===== src/verilog/tpls_pkg.sv =====
// Shared constants and carrier types for the touch probe latch and status block.
package tpls_pkg;

   // ==========================================================================
   // Object addresses
   // ==========================================================================
   localparam logic [15:0] TPLS_FUNC_INDEX = 16'h60B8;
   localparam logic [15:0] TPLS_STATUS_INDEX = 16'h60B9;

   // ==========================================================================
   // Probe function word fields (probe 1 low byte, probe 2 high byte)
   // ==========================================================================
   localparam int TPLS_P1_BASE = 0;
   localparam int TPLS_P2_BASE = 8;
   localparam int TPLS_F_EXEC = 0;
   localparam int TPLS_F_CONT = 1;
   localparam int TPLS_F_SRC = 2;
   localparam int TPLS_F_RISE = 4;
   localparam int TPLS_F_FALL = 5;

   // ==========================================================================
   // Probe status word fields and reset value
   // ==========================================================================
   localparam int TPLS_S_RUN = 0;
   localparam int TPLS_S_RISE = 1;
   localparam int TPLS_S_FALL = 2;
   localparam logic [15:0] TPLS_STATUS_RESET = 16'h0000;
   localparam logic [31:0] TPLS_POS_RESET = 32'h0000_0000;

   // Settings of one probe as taken from its byte of the function word.
   typedef struct packed {
      logic fall_en;
      logic rise_en;
      logic src_zero;
      logic cont;
      logic exec;
   } tpls_cfg_t;

   // State of one probe as shown in its byte of the status word.
   typedef struct packed {
      logic fall_stored;
      logic rise_stored;
      logic running;
   } tpls_stat_t;

   typedef enum logic [1:0] {
      TPLS_IDLE = 2'b01,
      TPLS_ARMED = 2'b10
   } tpls_state_t;

endpackage


===== src/verilog/tpls_channel.sv =====
// One touch probe channel: start control, edge detection and position latches.
`timescale 1ns/1ps
module tpls_channel
   import tpls_pkg::*;
#(
   parameter int POS_W = 32
) (
   input wire logic ref_clk,
   input wire logic reset_n,
   input wire tpls_cfg_t cfg,
   input wire logic trig_ext,
   input wire logic trig_zero,
   input wire logic [POS_W-1:0] position,
   output tpls_stat_t stat,
   output logic [POS_W-1:0] pos_rise,
   output logic [POS_W-1:0] pos_fall
);

   // ==========================================================================
   // Start control
   // ==========================================================================
   tpls_state_t state_q;
   tpls_cfg_t cfg_q;
   logic exec_prev_q;
   logic trig_prev_q;
   logic rise_armed_q;
   logic fall_armed_q;
   logic start;
   logic trig;
   logic rise_ev;
   logic fall_ev;
   logic live;

   assign start = cfg.exec && !exec_prev_q;

   always_ff @(posedge ref_clk) begin
      if (!reset_n) begin
         exec_prev_q <= 1'b0;
      end else begin
         exec_prev_q <= cfg.exec;
      end
   end

   // Settings are frozen at start so edits while running take no effect.
   always_ff @(posedge ref_clk) begin
      if (!reset_n) begin
         state_q <= TPLS_IDLE;
         cfg_q <= '0;
      end else if (!cfg.exec) begin
         state_q <= TPLS_IDLE;
      end else if (start) begin
         state_q <= TPLS_ARMED;
         cfg_q <= cfg;
      end
   end

   // ==========================================================================
   // Trigger source and edge detection
   // ==========================================================================
   always_comb begin
      case (state_q)
         TPLS_ARMED: trig = cfg_q.src_zero ? trig_zero : trig_ext;
         TPLS_IDLE: trig = trig_ext;
         default: trig = trig_ext;
      endcase
   end

   // The previous level is reloaded at start so a level already active then
   // does not count as an edge.
   always_ff @(posedge ref_clk) begin
      if (!reset_n) begin
         trig_prev_q <= 1'b0;
      end else if (start) begin
         trig_prev_q <= cfg.src_zero ? trig_zero : trig_ext;
      end else begin
         trig_prev_q <= trig;
      end
   end

   // An edge in the cycle in which execute drops is refused, so that a position
   // is never latched while its stored flag is being cleared.
   assign live = (state_q == TPLS_ARMED) && cfg.exec && !start;
   assign rise_ev = live && trig && !trig_prev_q;
   assign fall_ev = live && !trig && trig_prev_q;

   // ==========================================================================
   // Arming, latching and stored flags
   // ==========================================================================
   always_ff @(posedge ref_clk) begin
      if (!reset_n) begin
         rise_armed_q <= 1'b0;
         fall_armed_q <= 1'b0;
      end else if (!cfg.exec) begin
         rise_armed_q <= 1'b0;
         fall_armed_q <= 1'b0;
      end else if (start) begin
         rise_armed_q <= cfg.rise_en;
         fall_armed_q <= cfg.fall_en;
      end else begin
         if (rise_ev && !cfg_q.cont) begin
            rise_armed_q <= 1'b0;
         end
         if (fall_ev && !cfg_q.cont) begin
            fall_armed_q <= 1'b0;
         end
      end
   end

   always_ff @(posedge ref_clk) begin
      if (!reset_n) begin
         pos_rise <= TPLS_POS_RESET;
         pos_fall <= TPLS_POS_RESET;
      end else begin
         if (rise_ev && rise_armed_q) begin
            pos_rise <= position;
         end
         if (fall_ev && fall_armed_q) begin
            pos_fall <= position;
         end
      end
   end

   always_ff @(posedge ref_clk) begin
      if (!reset_n) begin
         stat <= '0;
      end else if (!cfg.exec || start) begin
         stat <= '0;
      end else begin
         stat.running <= 1'b1;
         if (rise_ev && rise_armed_q) begin
            stat.rise_stored <= 1'b1;
         end
         if (fall_ev && fall_armed_q) begin
            stat.fall_stored <= 1'b1;
         end
      end
   end

endmodule


===== src/verilog/tpls_top.sv =====
// Touch probe latch unit: pin synchronisers, two probe channels, status word.
// Notes on behaviour
// - Probe 2 source 1 uses encoder zero pulse.
// - Bit 12 enables probe 2 rising latch.
// - Bit 13 enables probe 2 falling latch.
// - Edges follow logical state, not polarity.
// - Read-only 16-bit status word for both probes.
// - Status bit 0 shows probe 1 running.
// - Status bit 1 shows probe 1 rising stored.
// - Status bit 2 shows probe 1 falling stored.
// - Status bit 8 shows probe 2 running.
// - Status bit 9 shows probe 2 rising stored.
// - Status bit 10 shows probe 2 falling stored.
// - Probe 2 source 0 uses external input.
// - Start and settings capture on execute rise.
// - Single mode latches first trigger only.
// - Continuous mode latches every valid trigger.
`timescale 1ns/1ps
module tpls_top
   import tpls_pkg::*;
#(
   parameter int POS_W = 32
) (
   input wire logic ref_clk,
   input wire logic reset_n,
   input wire logic [15:0] probe_function_word,
   input wire logic probe1_in,
   input wire logic probe2_in,
   input wire logic enc_zero_in,
   input wire logic [POS_W-1:0] position,
   output logic [15:0] probe_status_word,
   output logic [POS_W-1:0] p1_pos_rise,
   output logic [POS_W-1:0] p1_pos_fall,
   output logic [POS_W-1:0] p2_pos_rise,
   output logic [POS_W-1:0] p2_pos_fall
);

   // ==========================================================================
   // Pin synchronisers
   // ==========================================================================
   // Probe pins and the zero pulse are asynchronous, so each passes two
   // flip-flops; only the second stage is read.
   logic [2:0] pin_meta_q;
   logic [2:0] pin_sync_q;

   always_ff @(posedge ref_clk) begin
      if (!reset_n) begin
         pin_meta_q <= 3'h0;
         pin_sync_q <= 3'h0;
      end else begin
         pin_meta_q <= {enc_zero_in, probe2_in, probe1_in};
         pin_sync_q <= pin_meta_q;
      end
   end

   // ==========================================================================
   // Function word decode
   // ==========================================================================
   tpls_cfg_t cfg1;
   tpls_cfg_t cfg2;
   tpls_stat_t stat1;
   tpls_stat_t stat2;

   // Only the documented bits are picked out; bits 3, 6, 7, 11, 14 and 15
   // go nowhere.
   always_comb begin
      cfg1.exec = probe_function_word[TPLS_P1_BASE + TPLS_F_EXEC];
      cfg1.cont = probe_function_word[TPLS_P1_BASE + TPLS_F_CONT];
      cfg1.src_zero = probe_function_word[TPLS_P1_BASE + TPLS_F_SRC];
      cfg1.rise_en = probe_function_word[TPLS_P1_BASE + TPLS_F_RISE];
      cfg1.fall_en = probe_function_word[TPLS_P1_BASE + TPLS_F_FALL];
      cfg2.exec = probe_function_word[TPLS_P2_BASE + TPLS_F_EXEC];
      cfg2.cont = probe_function_word[TPLS_P2_BASE + TPLS_F_CONT];
      cfg2.src_zero = probe_function_word[TPLS_P2_BASE + TPLS_F_SRC];
      cfg2.rise_en = probe_function_word[TPLS_P2_BASE + TPLS_F_RISE];
      cfg2.fall_en = probe_function_word[TPLS_P2_BASE + TPLS_F_FALL];
   end

   // ==========================================================================
   // Probe channels
   // ==========================================================================
   tpls_channel #(
      .POS_W(POS_W)
   ) u_probe1 (
      .ref_clk(ref_clk),
      .reset_n(reset_n),
      .cfg(cfg1),
      .trig_ext(pin_sync_q[0]),
      .trig_zero(pin_sync_q[2]),
      .position(position),
      .stat(stat1),
      .pos_rise(p1_pos_rise),
      .pos_fall(p1_pos_fall)
   );

   tpls_channel #(
      .POS_W(POS_W)
   ) u_probe2 (
      .ref_clk(ref_clk),
      .reset_n(reset_n),
      .cfg(cfg2),
      .trig_ext(pin_sync_q[1]),
      .trig_zero(pin_sync_q[2]),
      .position(position),
      .stat(stat2),
      .pos_rise(p2_pos_rise),
      .pos_fall(p2_pos_fall)
   );

   // ==========================================================================
   // Status word
   // ==========================================================================
   logic [15:0] status_d;

   always_comb begin
      status_d = TPLS_STATUS_RESET;
      status_d[TPLS_P1_BASE + TPLS_S_RUN] = stat1.running;
      status_d[TPLS_P1_BASE + TPLS_S_RISE] = stat1.rise_stored;
      status_d[TPLS_P1_BASE + TPLS_S_FALL] = stat1.fall_stored;
      status_d[TPLS_P2_BASE + TPLS_S_RUN] = stat2.running;
      status_d[TPLS_P2_BASE + TPLS_S_RISE] = stat2.rise_stored;
      status_d[TPLS_P2_BASE + TPLS_S_FALL] = stat2.fall_stored;
   end

   always_ff @(posedge ref_clk) begin
      if (!reset_n) begin
         probe_status_word <= TPLS_STATUS_RESET;
      end else begin
         probe_status_word <= status_d;
      end
   end

endmodule

===== config.mk =====
export PLATFORM = sky130hd
export DESIGN_NAME = tpls_top
export DESIGN_NICKNAME = d
export VERILOG_FILES = /design/src/verilog/tpls_pkg.sv /design/src/verilog/tpls_channel.sv /design/src/verilog/tpls_top.sv
export SDC_FILE = /design/constraint.sdc
export NUM_CORES = 1
export LEC_CHECK = 0
export BUFFER_PORTS_ARGS = -buffer_cell sky130_fd_sc_hd__buf_2
export CORE_AREA = 8 8 123 125
export CTS_CLUSTER_DIAMETER = 120
export DETAILED_ROUTE_END_ITERATION = 10
export DIE_AREA = 0 0 131 133
export GPL_TIMING_DRIVEN = 0
export PLACE_DENSITY = 0.77
export SLEW_MARGIN = 20
export SYNTH_ARGS = -nofsm -noshare
export SYNTH_HDL_FRONTEND = slang
export SYNTH_SLANG_ARGS = --single-unit

===== constraint.sdc =====
create_clock -name ref_clk -period 1.5 [get_ports ref_clk]
set_input_delay 0.075 -clock ref_clk [delete_from_list [all_inputs] [get_ports ref_clk]]
set_output_delay 0.075 -clock ref_clk [all_outputs]
set_load 0.01 [all_outputs]

== After elaboration in Yosys (flattened, before gate mapping) ==
Cells that the tools add are included.
Cells by class
  bitwise logic cells: 1
  equal/unequal tests: 2
  reductions and logical operators: 46
  multiplexer cells: 18
Operators with widths (count)
  1-bit logical AND: 22
  1-bit 2-to-1 mux: 18
  1-bit zero test: 12
  2-bit AND reduction: 4
  2-bit nonzero test: 4
  2-bit equality test (second input constant): 2
  2-bit OR reduction: 2
  1-bit logical OR: 2
  1-bit NOT: 1
Word-level totals
  word-level logic and storage cells: 95
  flip-flop bits (word level): 172

== Longest topological paths before layout ==
  word-level depth: 9
  depth in mapped cells: 7

== By module ==
Synthesis repeated with hierarchy kept, for this count alone.
Second synthesis, totals
  cells, all modules: 606
  area total of the unflattened synthesis: 6185.9 um^2
By module, submodules not included
  tpls_channel: instances 2, cells an instance 285, area an instance 2885.3 um^2
  tpls_top: instances 1, cells an instance 36, area an instance 415.4 um^2

== Least setup slack after synthesis ==
Ideal clock, no wire load.
  path kind: reg2reg
  start: register u_probe2.state_q[0]
  end: register u_probe2.pos_fall[3]
  path slack: 41 ps
  data required time: 1428 ps
  library setup time: 72 ps
  arrival time: 1387 ps
  stages on the path, launching flop included: 7
  path buffers: 2
  path through: dfxtp_1 nand3b_4 mux2i_2 and4_1 buf_6 buf_12 mux2i_1
Between the ends
  longest elaborated chain between the ends: 6
  elaborated cells on any way between the ends: 8
  classes of those cells: 1 x eq/ne; 1 x mux; 6 x reduce/logical
Ends and longest elaborated chain
  from (decl): RTL line tpls_channel.sv:22  | tpls_state_t state_q;
  from (signal assigned): RTL line tpls_channel.sv:47  | state_q <= TPLS_IDLE;
  from (signal assigned): RTL line tpls_channel.sv:50  | state_q <= TPLS_IDLE;
  from (signal assigned): RTL line tpls_channel.sv:52  | state_q <= TPLS_ARMED;
  2-bit equality test *: RTL line tpls_channel.sv:61, tpls_channel.sv:82
  1-bit 2-to-1 mux / 1-bit logical AND (equally long branches): RTL line tpls_channel.sv:61, tpls_channel.sv:82
  1-bit zero test / 1-bit logical AND (equally long branches): RTL line tpls_channel.sv:84, tpls_channel.sv:82
  1-bit logical AND * (2 in a row): RTL line tpls_channel.sv:84  | assign fall_ev = live && !trig && trig_prev_q;
  1-bit logical AND *: RTL line tpls_channel.sv:117  | if (fall_ev && fall_armed_q) begin
  to (signal assigned): RTL line tpls_channel.sv:118  | pos_fall <= position;
  to (decl): RTL line tpls_channel.sv:16  | output logic [POS_W-1:0] pos_fall
Every way passes the cells marked *; elsewhere a longest branch is shown, timed or not.
A chain may end at the register's enable or synchronous reset.

== Worst setup path in the final report ==
  start: register u_probe2.state_q[0]
  end: register u_probe2.pos_fall[9]
Same word-level chain as after synthesis.

==> impl_metrics.prom <==
# TYPE chip_impl_metric gauge
chip_impl_info{name="outcome",value="finished, violations left"} 1
chip_impl_info{name="failed_checks",value="setup timing"} 1
chip_impl_metric{name="synth_sequential_area_ratio",unit=""} 0.563
chip_impl_metric{name="timing_worst_slew_pin_value",unit="ns"} 0.735
chip_impl_metric{name="start_util",unit=""} 0.440
chip_impl_info{name="start_kind",value="flip-flop"} 1
chip_impl_metric{name="die_area",unit="um2"} 17400
chip_impl_metric{name="clock_sink_count",unit=""} 162
chip_impl_metric{name="finalSetupViolCount",unit=""} 85
chip_impl_info{name="timing.hold.worst_endpoint",value="u_probe1.pos_fall[15]$_SDFFE_PN0P_"} 1
chip_impl_info{name="ctsRootBufferMaster",value="sky130_fd_sc_hd__clkbuf_16"} 1
chip_impl_metric{name="num-nets-final",unit=""} 888
chip_impl_metric{name="netlist.area_leader.share",unit=""} 0.563
chip_impl_metric{name="maximum_count_of_clock_buffers_along_a_single_path",unit=""} 2
chip_impl_info{name="worstReg2RegStart",value="u_probe2.state_q[0]$_SDFFE_PN1P_"} 1
chip_impl_metric{name="vias",unit=""} 5064
chip_impl_metric{name="timing.max_slew.rel_slack",unit=""} 0.510
chip_impl_metric{name="number_of_remaining_drc_errors",unit=""} 0
chip_impl_metric{name="grt_overflow",unit=""} 0
chip_impl_metric{name="dieHeight",unit="um"} 133
chip_impl_metric{name="final.setup_skew",unit="ns"} 0.00767
chip_impl_metric{name="die_width",unit="um"} 131
chip_impl_info{name="path_cells",value="nand3b_4 > mux2i_4 > and4_1 > buf_12 > clkbuf_16 > mux2i_1"} 1
chip_impl_info{name="tritoncts",value="built"} 1
chip_impl_metric{name="layoutNonFillerInstCount",unit=""} 1025
chip_impl_metric{name="synth.ff_latch_count",unit=""} 162
chip_impl_metric{name="worst_skew_pair.late_latency",unit="ns"} 0.43
chip_impl_metric{name="post_route_cells_drive_above_1_share",unit=""} 0.362
chip_impl_metric{name="async_flop_share",unit=""} 0
chip_impl_metric{name="synthesis.yosys.warnings",unit=""} 0
chip_impl_info{name="synth.cells.most_frequent",value="sky130_fd_sc_hd__dfxtp_1, sky130_fd_sc_hd__nand2_1, sky130_fd_sc_hd__mux2i_1"} 1
chip_impl_metric{name="grt_max_degree",unit=""} 17
chip_impl_metric{name="timing.final.hold_violations",unit=""} 0
chip_impl_metric{name="synth_enable_flop_cells",unit=""} 0
chip_impl_metric{name="number_of_antenna_violations_at_the_first_check_in_global_routing",unit=""} 2
chip_impl_metric{name="p_leak",unit="nW"} 3.68
chip_impl_metric{name="vdd_ir_drop_max",unit="mV"} 0.683
chip_impl_metric{name="place.detailed.hpwl",unit="um"} 12100
chip_impl_metric{name="critical_path.max_fanout",unit=""} 7
chip_impl_metric{name="cts_htree_levels",unit=""} 4
chip_impl_metric{name="buffer_ports.inserted",unit=""} 179
chip_impl_metric{name="hold_path_depth",unit=""} 3
chip_impl_metric{name="final_period_minus_worst_setup_slack",unit="ns"} 1.64
chip_impl_metric{name="detailed_route_wire_length_per_cell",unit="um"} 17.7
chip_impl_info{name="critical-path-slowest-cell",value="sky130_fd_sc_hd__dfxtp_2"} 1
chip_impl_metric{name="layout_setup_ws",unit="ns"} -0.140
chip_impl_metric{name="mappedNetlistArea",unit="um2"} 5760
chip_impl_metric{name="worst_r2r_path_depth",unit=""} 6
chip_impl_metric{name="drt-initial-drc-count",unit=""} 224
chip_impl_metric{name="synth.lib_cells_used.distinct",unit=""} 39
chip_impl_metric{name="route.final.wire_length",unit="um"} 18200
chip_impl_metric{name="cts_inserted_buffers",unit=""} 17
chip_impl_metric{name="floorplan.io_pins",unit=""} 197
chip_impl_info{name="critPathKind",value="flip-flop to flip-flop"} 1
chip_impl_metric{name="detail_route.first_pass.iterations",unit=""} 4
chip_impl_metric{name="core_area",unit="um2"} 13100
chip_impl_metric{name="number_of_instances_in_the_synthesized_netlist",unit=""} 580
chip_impl_info{name="postSynth.topFlopCell",value="sky130_fd_sc_hd__dfxtp_1"} 1
chip_impl_info{name="synth.top_cells.by_area",value="sky130_fd_sc_hd__dfxtp_1, sky130_fd_sc_hd__mux2i_1, sky130_fd_sc_hd__nand2_1, sky130_fd_sc_hd__o21ai_0, sky130_fd_sc_hd__nand3_1"} 1
chip_impl_metric{name="clkTransAtPathRegs",unit="ns"} 0.06
chip_impl_metric{name="final.hold.worst_slack",unit="ns"} 0.00421
chip_impl_metric{name="cpPeakStageDelay",unit="ns"} 0.34
chip_impl_info{name="worstReg2RegEnd",value="u_probe2.pos_fall[9]$_SDFFE_PN0P_"} 1
chip_impl_info{name="yosys.area.top_type",value="sky130_fd_sc_hd__dfxtp_1"} 1
chip_impl_metric{name="worst_ep_required",unit="ns"} 1.84
chip_impl_info{name="hold_path_class",value="input pin to flip-flop"} 1
chip_impl_metric{name="syn_area_per_cell",unit="um2"} 9.93
chip_impl_metric{name="power_density",unit="nW/um2"} 1110
chip_impl_metric{name="wire_length_of_the_first_global_routing_pass",unit="um"} 26600
chip_impl_metric{name="detail-route-antenna-nets",unit=""} 0
chip_impl_metric{name="worst-r2r-setup-slack",unit="ns"} -0.14
chip_impl_metric{name="final_wtd_congestion",unit=""} 0.764
chip_impl_info{name="setup_repair_after_global_routing_missed_its_margin",value="yes"} 1
chip_impl_info{name="sort_of_element_at_the_end_of_the_critical_path",value="flip-flop"} 1
chip_impl_metric{name="slew_violations",unit=""} 0
chip_impl_metric{name="numPlacedInstances",unit=""} 944
chip_impl_metric{name="grt_pass1_vias",unit=""} 4891
chip_impl_metric{name="maximum_operating_frequency",unit="GHz"} 0.610
chip_impl_metric{name="worstPathArrival",unit="ns"} 1.98
chip_impl_metric{name="timing.max_cap.violations",unit=""} 0
chip_impl_metric{name="placementRows",unit=""} 42
chip_impl_metric{name="area_growth_from_synthesis_to_layout",unit="%"} 46.0
chip_impl_info{name="post-synth-top-count-cell",value="sky130_fd_sc_hd__dfxtp_1"} 1
chip_impl_metric{name="avgViaCountPerCell",unit=""} 4.94
chip_impl_metric{name="final.period_utilization",unit=""} 1.09
chip_impl_metric{name="grt.total_usage",unit=""} 0.199
chip_impl_info{name="worstHoldStart",value="position[15]"} 1
==> registers in the layout (all words and copies together), names as in the netlist, 2 cells and up <==
signal / count
u_probe1.cfg_q: 2
u_probe2.pos_rise: 32
pin_sync_q: 3
u_probe1.state_q: 2
probe_status_word: 6
u_probe2.stat: 3
u_probe2.state_q: 2
u_probe1.pos_fall: 32
u_probe1.pos_rise: 32
u_probe1.stat: 3
pin_meta_q: 3
u_probe2.pos_fall: 32
u_probe2.cfg_q: 2
==> worst max-delay path by stage <==
stage                                          start                                  to  slack, ns  depth (start not counted)
CTS                 u_probe2.state_q[0]$_SDFFE_PN1P_  u_probe2.pos_rise[31]$_SDFFE_PN0P_       -0.1                          6
detailed placement    u_probe1.cfg_q[2]$_SDFFE_PN0P_  u_probe1.pos_rise[23]$_SDFFE_PN0P_      -0.36                          5
finish              u_probe2.state_q[0]$_SDFFE_PN1P_   u_probe2.pos_fall[9]$_SDFFE_PN0P_      -0.14                          6
global placement     u_probe1.exec_prev_q$_SDFF_PN0_  u_probe1.pos_fall[29]$_SDFFE_PN0P_      -0.35                          6
global route        u_probe2.state_q[0]$_SDFFE_PN1P_  u_probe2.pos_rise[17]$_SDFFE_PN0P_      -0.23                          6
floorplan           u_probe2.state_q[0]$_SDFFE_PN1P_   u_probe2.pos_fall[3]$_SDFFE_PN0P_       0.04                          6
==> critical path: cells and delay by family (launching register included) <==
family / cells / cell delay, ns
buffers and inverters: 2 / 0.35
AND/OR/NAND/NOR: 2 / 0.42
multiplexers: 2 / 0.45
flip-flops: 1 / 0.34
==> cells in the final DEF, fill, tap and decap left out, types with 7 or more instances in the layout <==
master	instances
sky130_fd_sc_hd__dfxtp_1	156
sky130_fd_sc_hd__nand3_2	25
sky130_fd_sc_hd__o21ai_1	27
sky130_fd_sc_hd__nand3_1	39
sky130_fd_sc_hd__clkbuf_16	23
sky130_fd_sc_hd__buf_12	7
sky130_fd_sc_hd__dlygate4sd3_1	28
sky130_fd_sc_hd__conb_1	10
sky130_fd_sc_hd__buf_6	11
sky130_fd_sc_hd__mux2i_1	72
sky130_fd_sc_hd__and2_1	13
sky130_fd_sc_hd__buf_2	180
sky130_fd_sc_hd__inv_1	8
sky130_fd_sc_hd__buf_4	23
sky130_fd_sc_hd__o21ai_0	32
sky130_fd_sc_hd__clkbuf_1	15
sky130_fd_sc_hd__nand2_1	102
==> repair_timing <==
action | 4_1_cts | 5_1_grt
hold buffers | 28 | 0
pin swaps | 5 | 20
gates resized for setup | 29 | 96
setup buffers | 9 | 5
cloned | 1 | 7
endpoints found under the hold margin | 63 | 0
setup endpoints to repair | 124 | 130
==> metrics by stage <==
stage          setup slack [ns]  cell area [um2]  total power [mW]  setup TNS [ns]  utilization
2_1_floorplan            0.0412             5790              4.64               0            -
3_3_place_gp             -0.348             6910              4.78          -26.19        0.528
3_5_place_dp             -0.363             6910              4.79          -28.07        0.528
4_1_cts                 -0.0967             7980              9.33           -3.73        0.610
5_1_grt                  -0.229             8400              9.61          -13.85        0.642
6_report                 -0.140             8400              9.32           -5.67        0.642
==> area by class of cell <==
type,count,area [um2]
clock inverter,11,153
buffer,52,460
timing repair buffer,229,1480
antenna,2,5.00
sequential,162,3250
clock buffer,20,467
inverter,8,30.0
fill,1064,4680
multi-input combinational,365,2340
tap,176,220
==> cell families (layout without fill, tap and decap cells) <==
logic type / after synthesis / after routing / synth area share
compound gates: 76 / 76 / 0.0704
other cells: 1 / 12 / 0.000651
mux: 74 / 74 / 0.129
flops: 162 / 162 / 0.563
buf+inv: 62 / 320 / 0.0654
simple gates: 205 / 205 / 0.171
==> metal layers <==
metal | track usage | wire length [um]
met5 | 0 | 0
met1 | 0.232 | 7660
met3 | 0.0679 | 1490
met2 | 0.326 | 8700
met4 | 0.0766 | 313
==> power by group <==
group | internal [mW] | switching [mW] | total, mW
combinational | 0.180 | 0.247 | 0.427
clock | 2.75 | 1.78 | 4.54
sequential | 4.33 | 0.0226 | 4.36
Power figures use the tool's default switching activity.
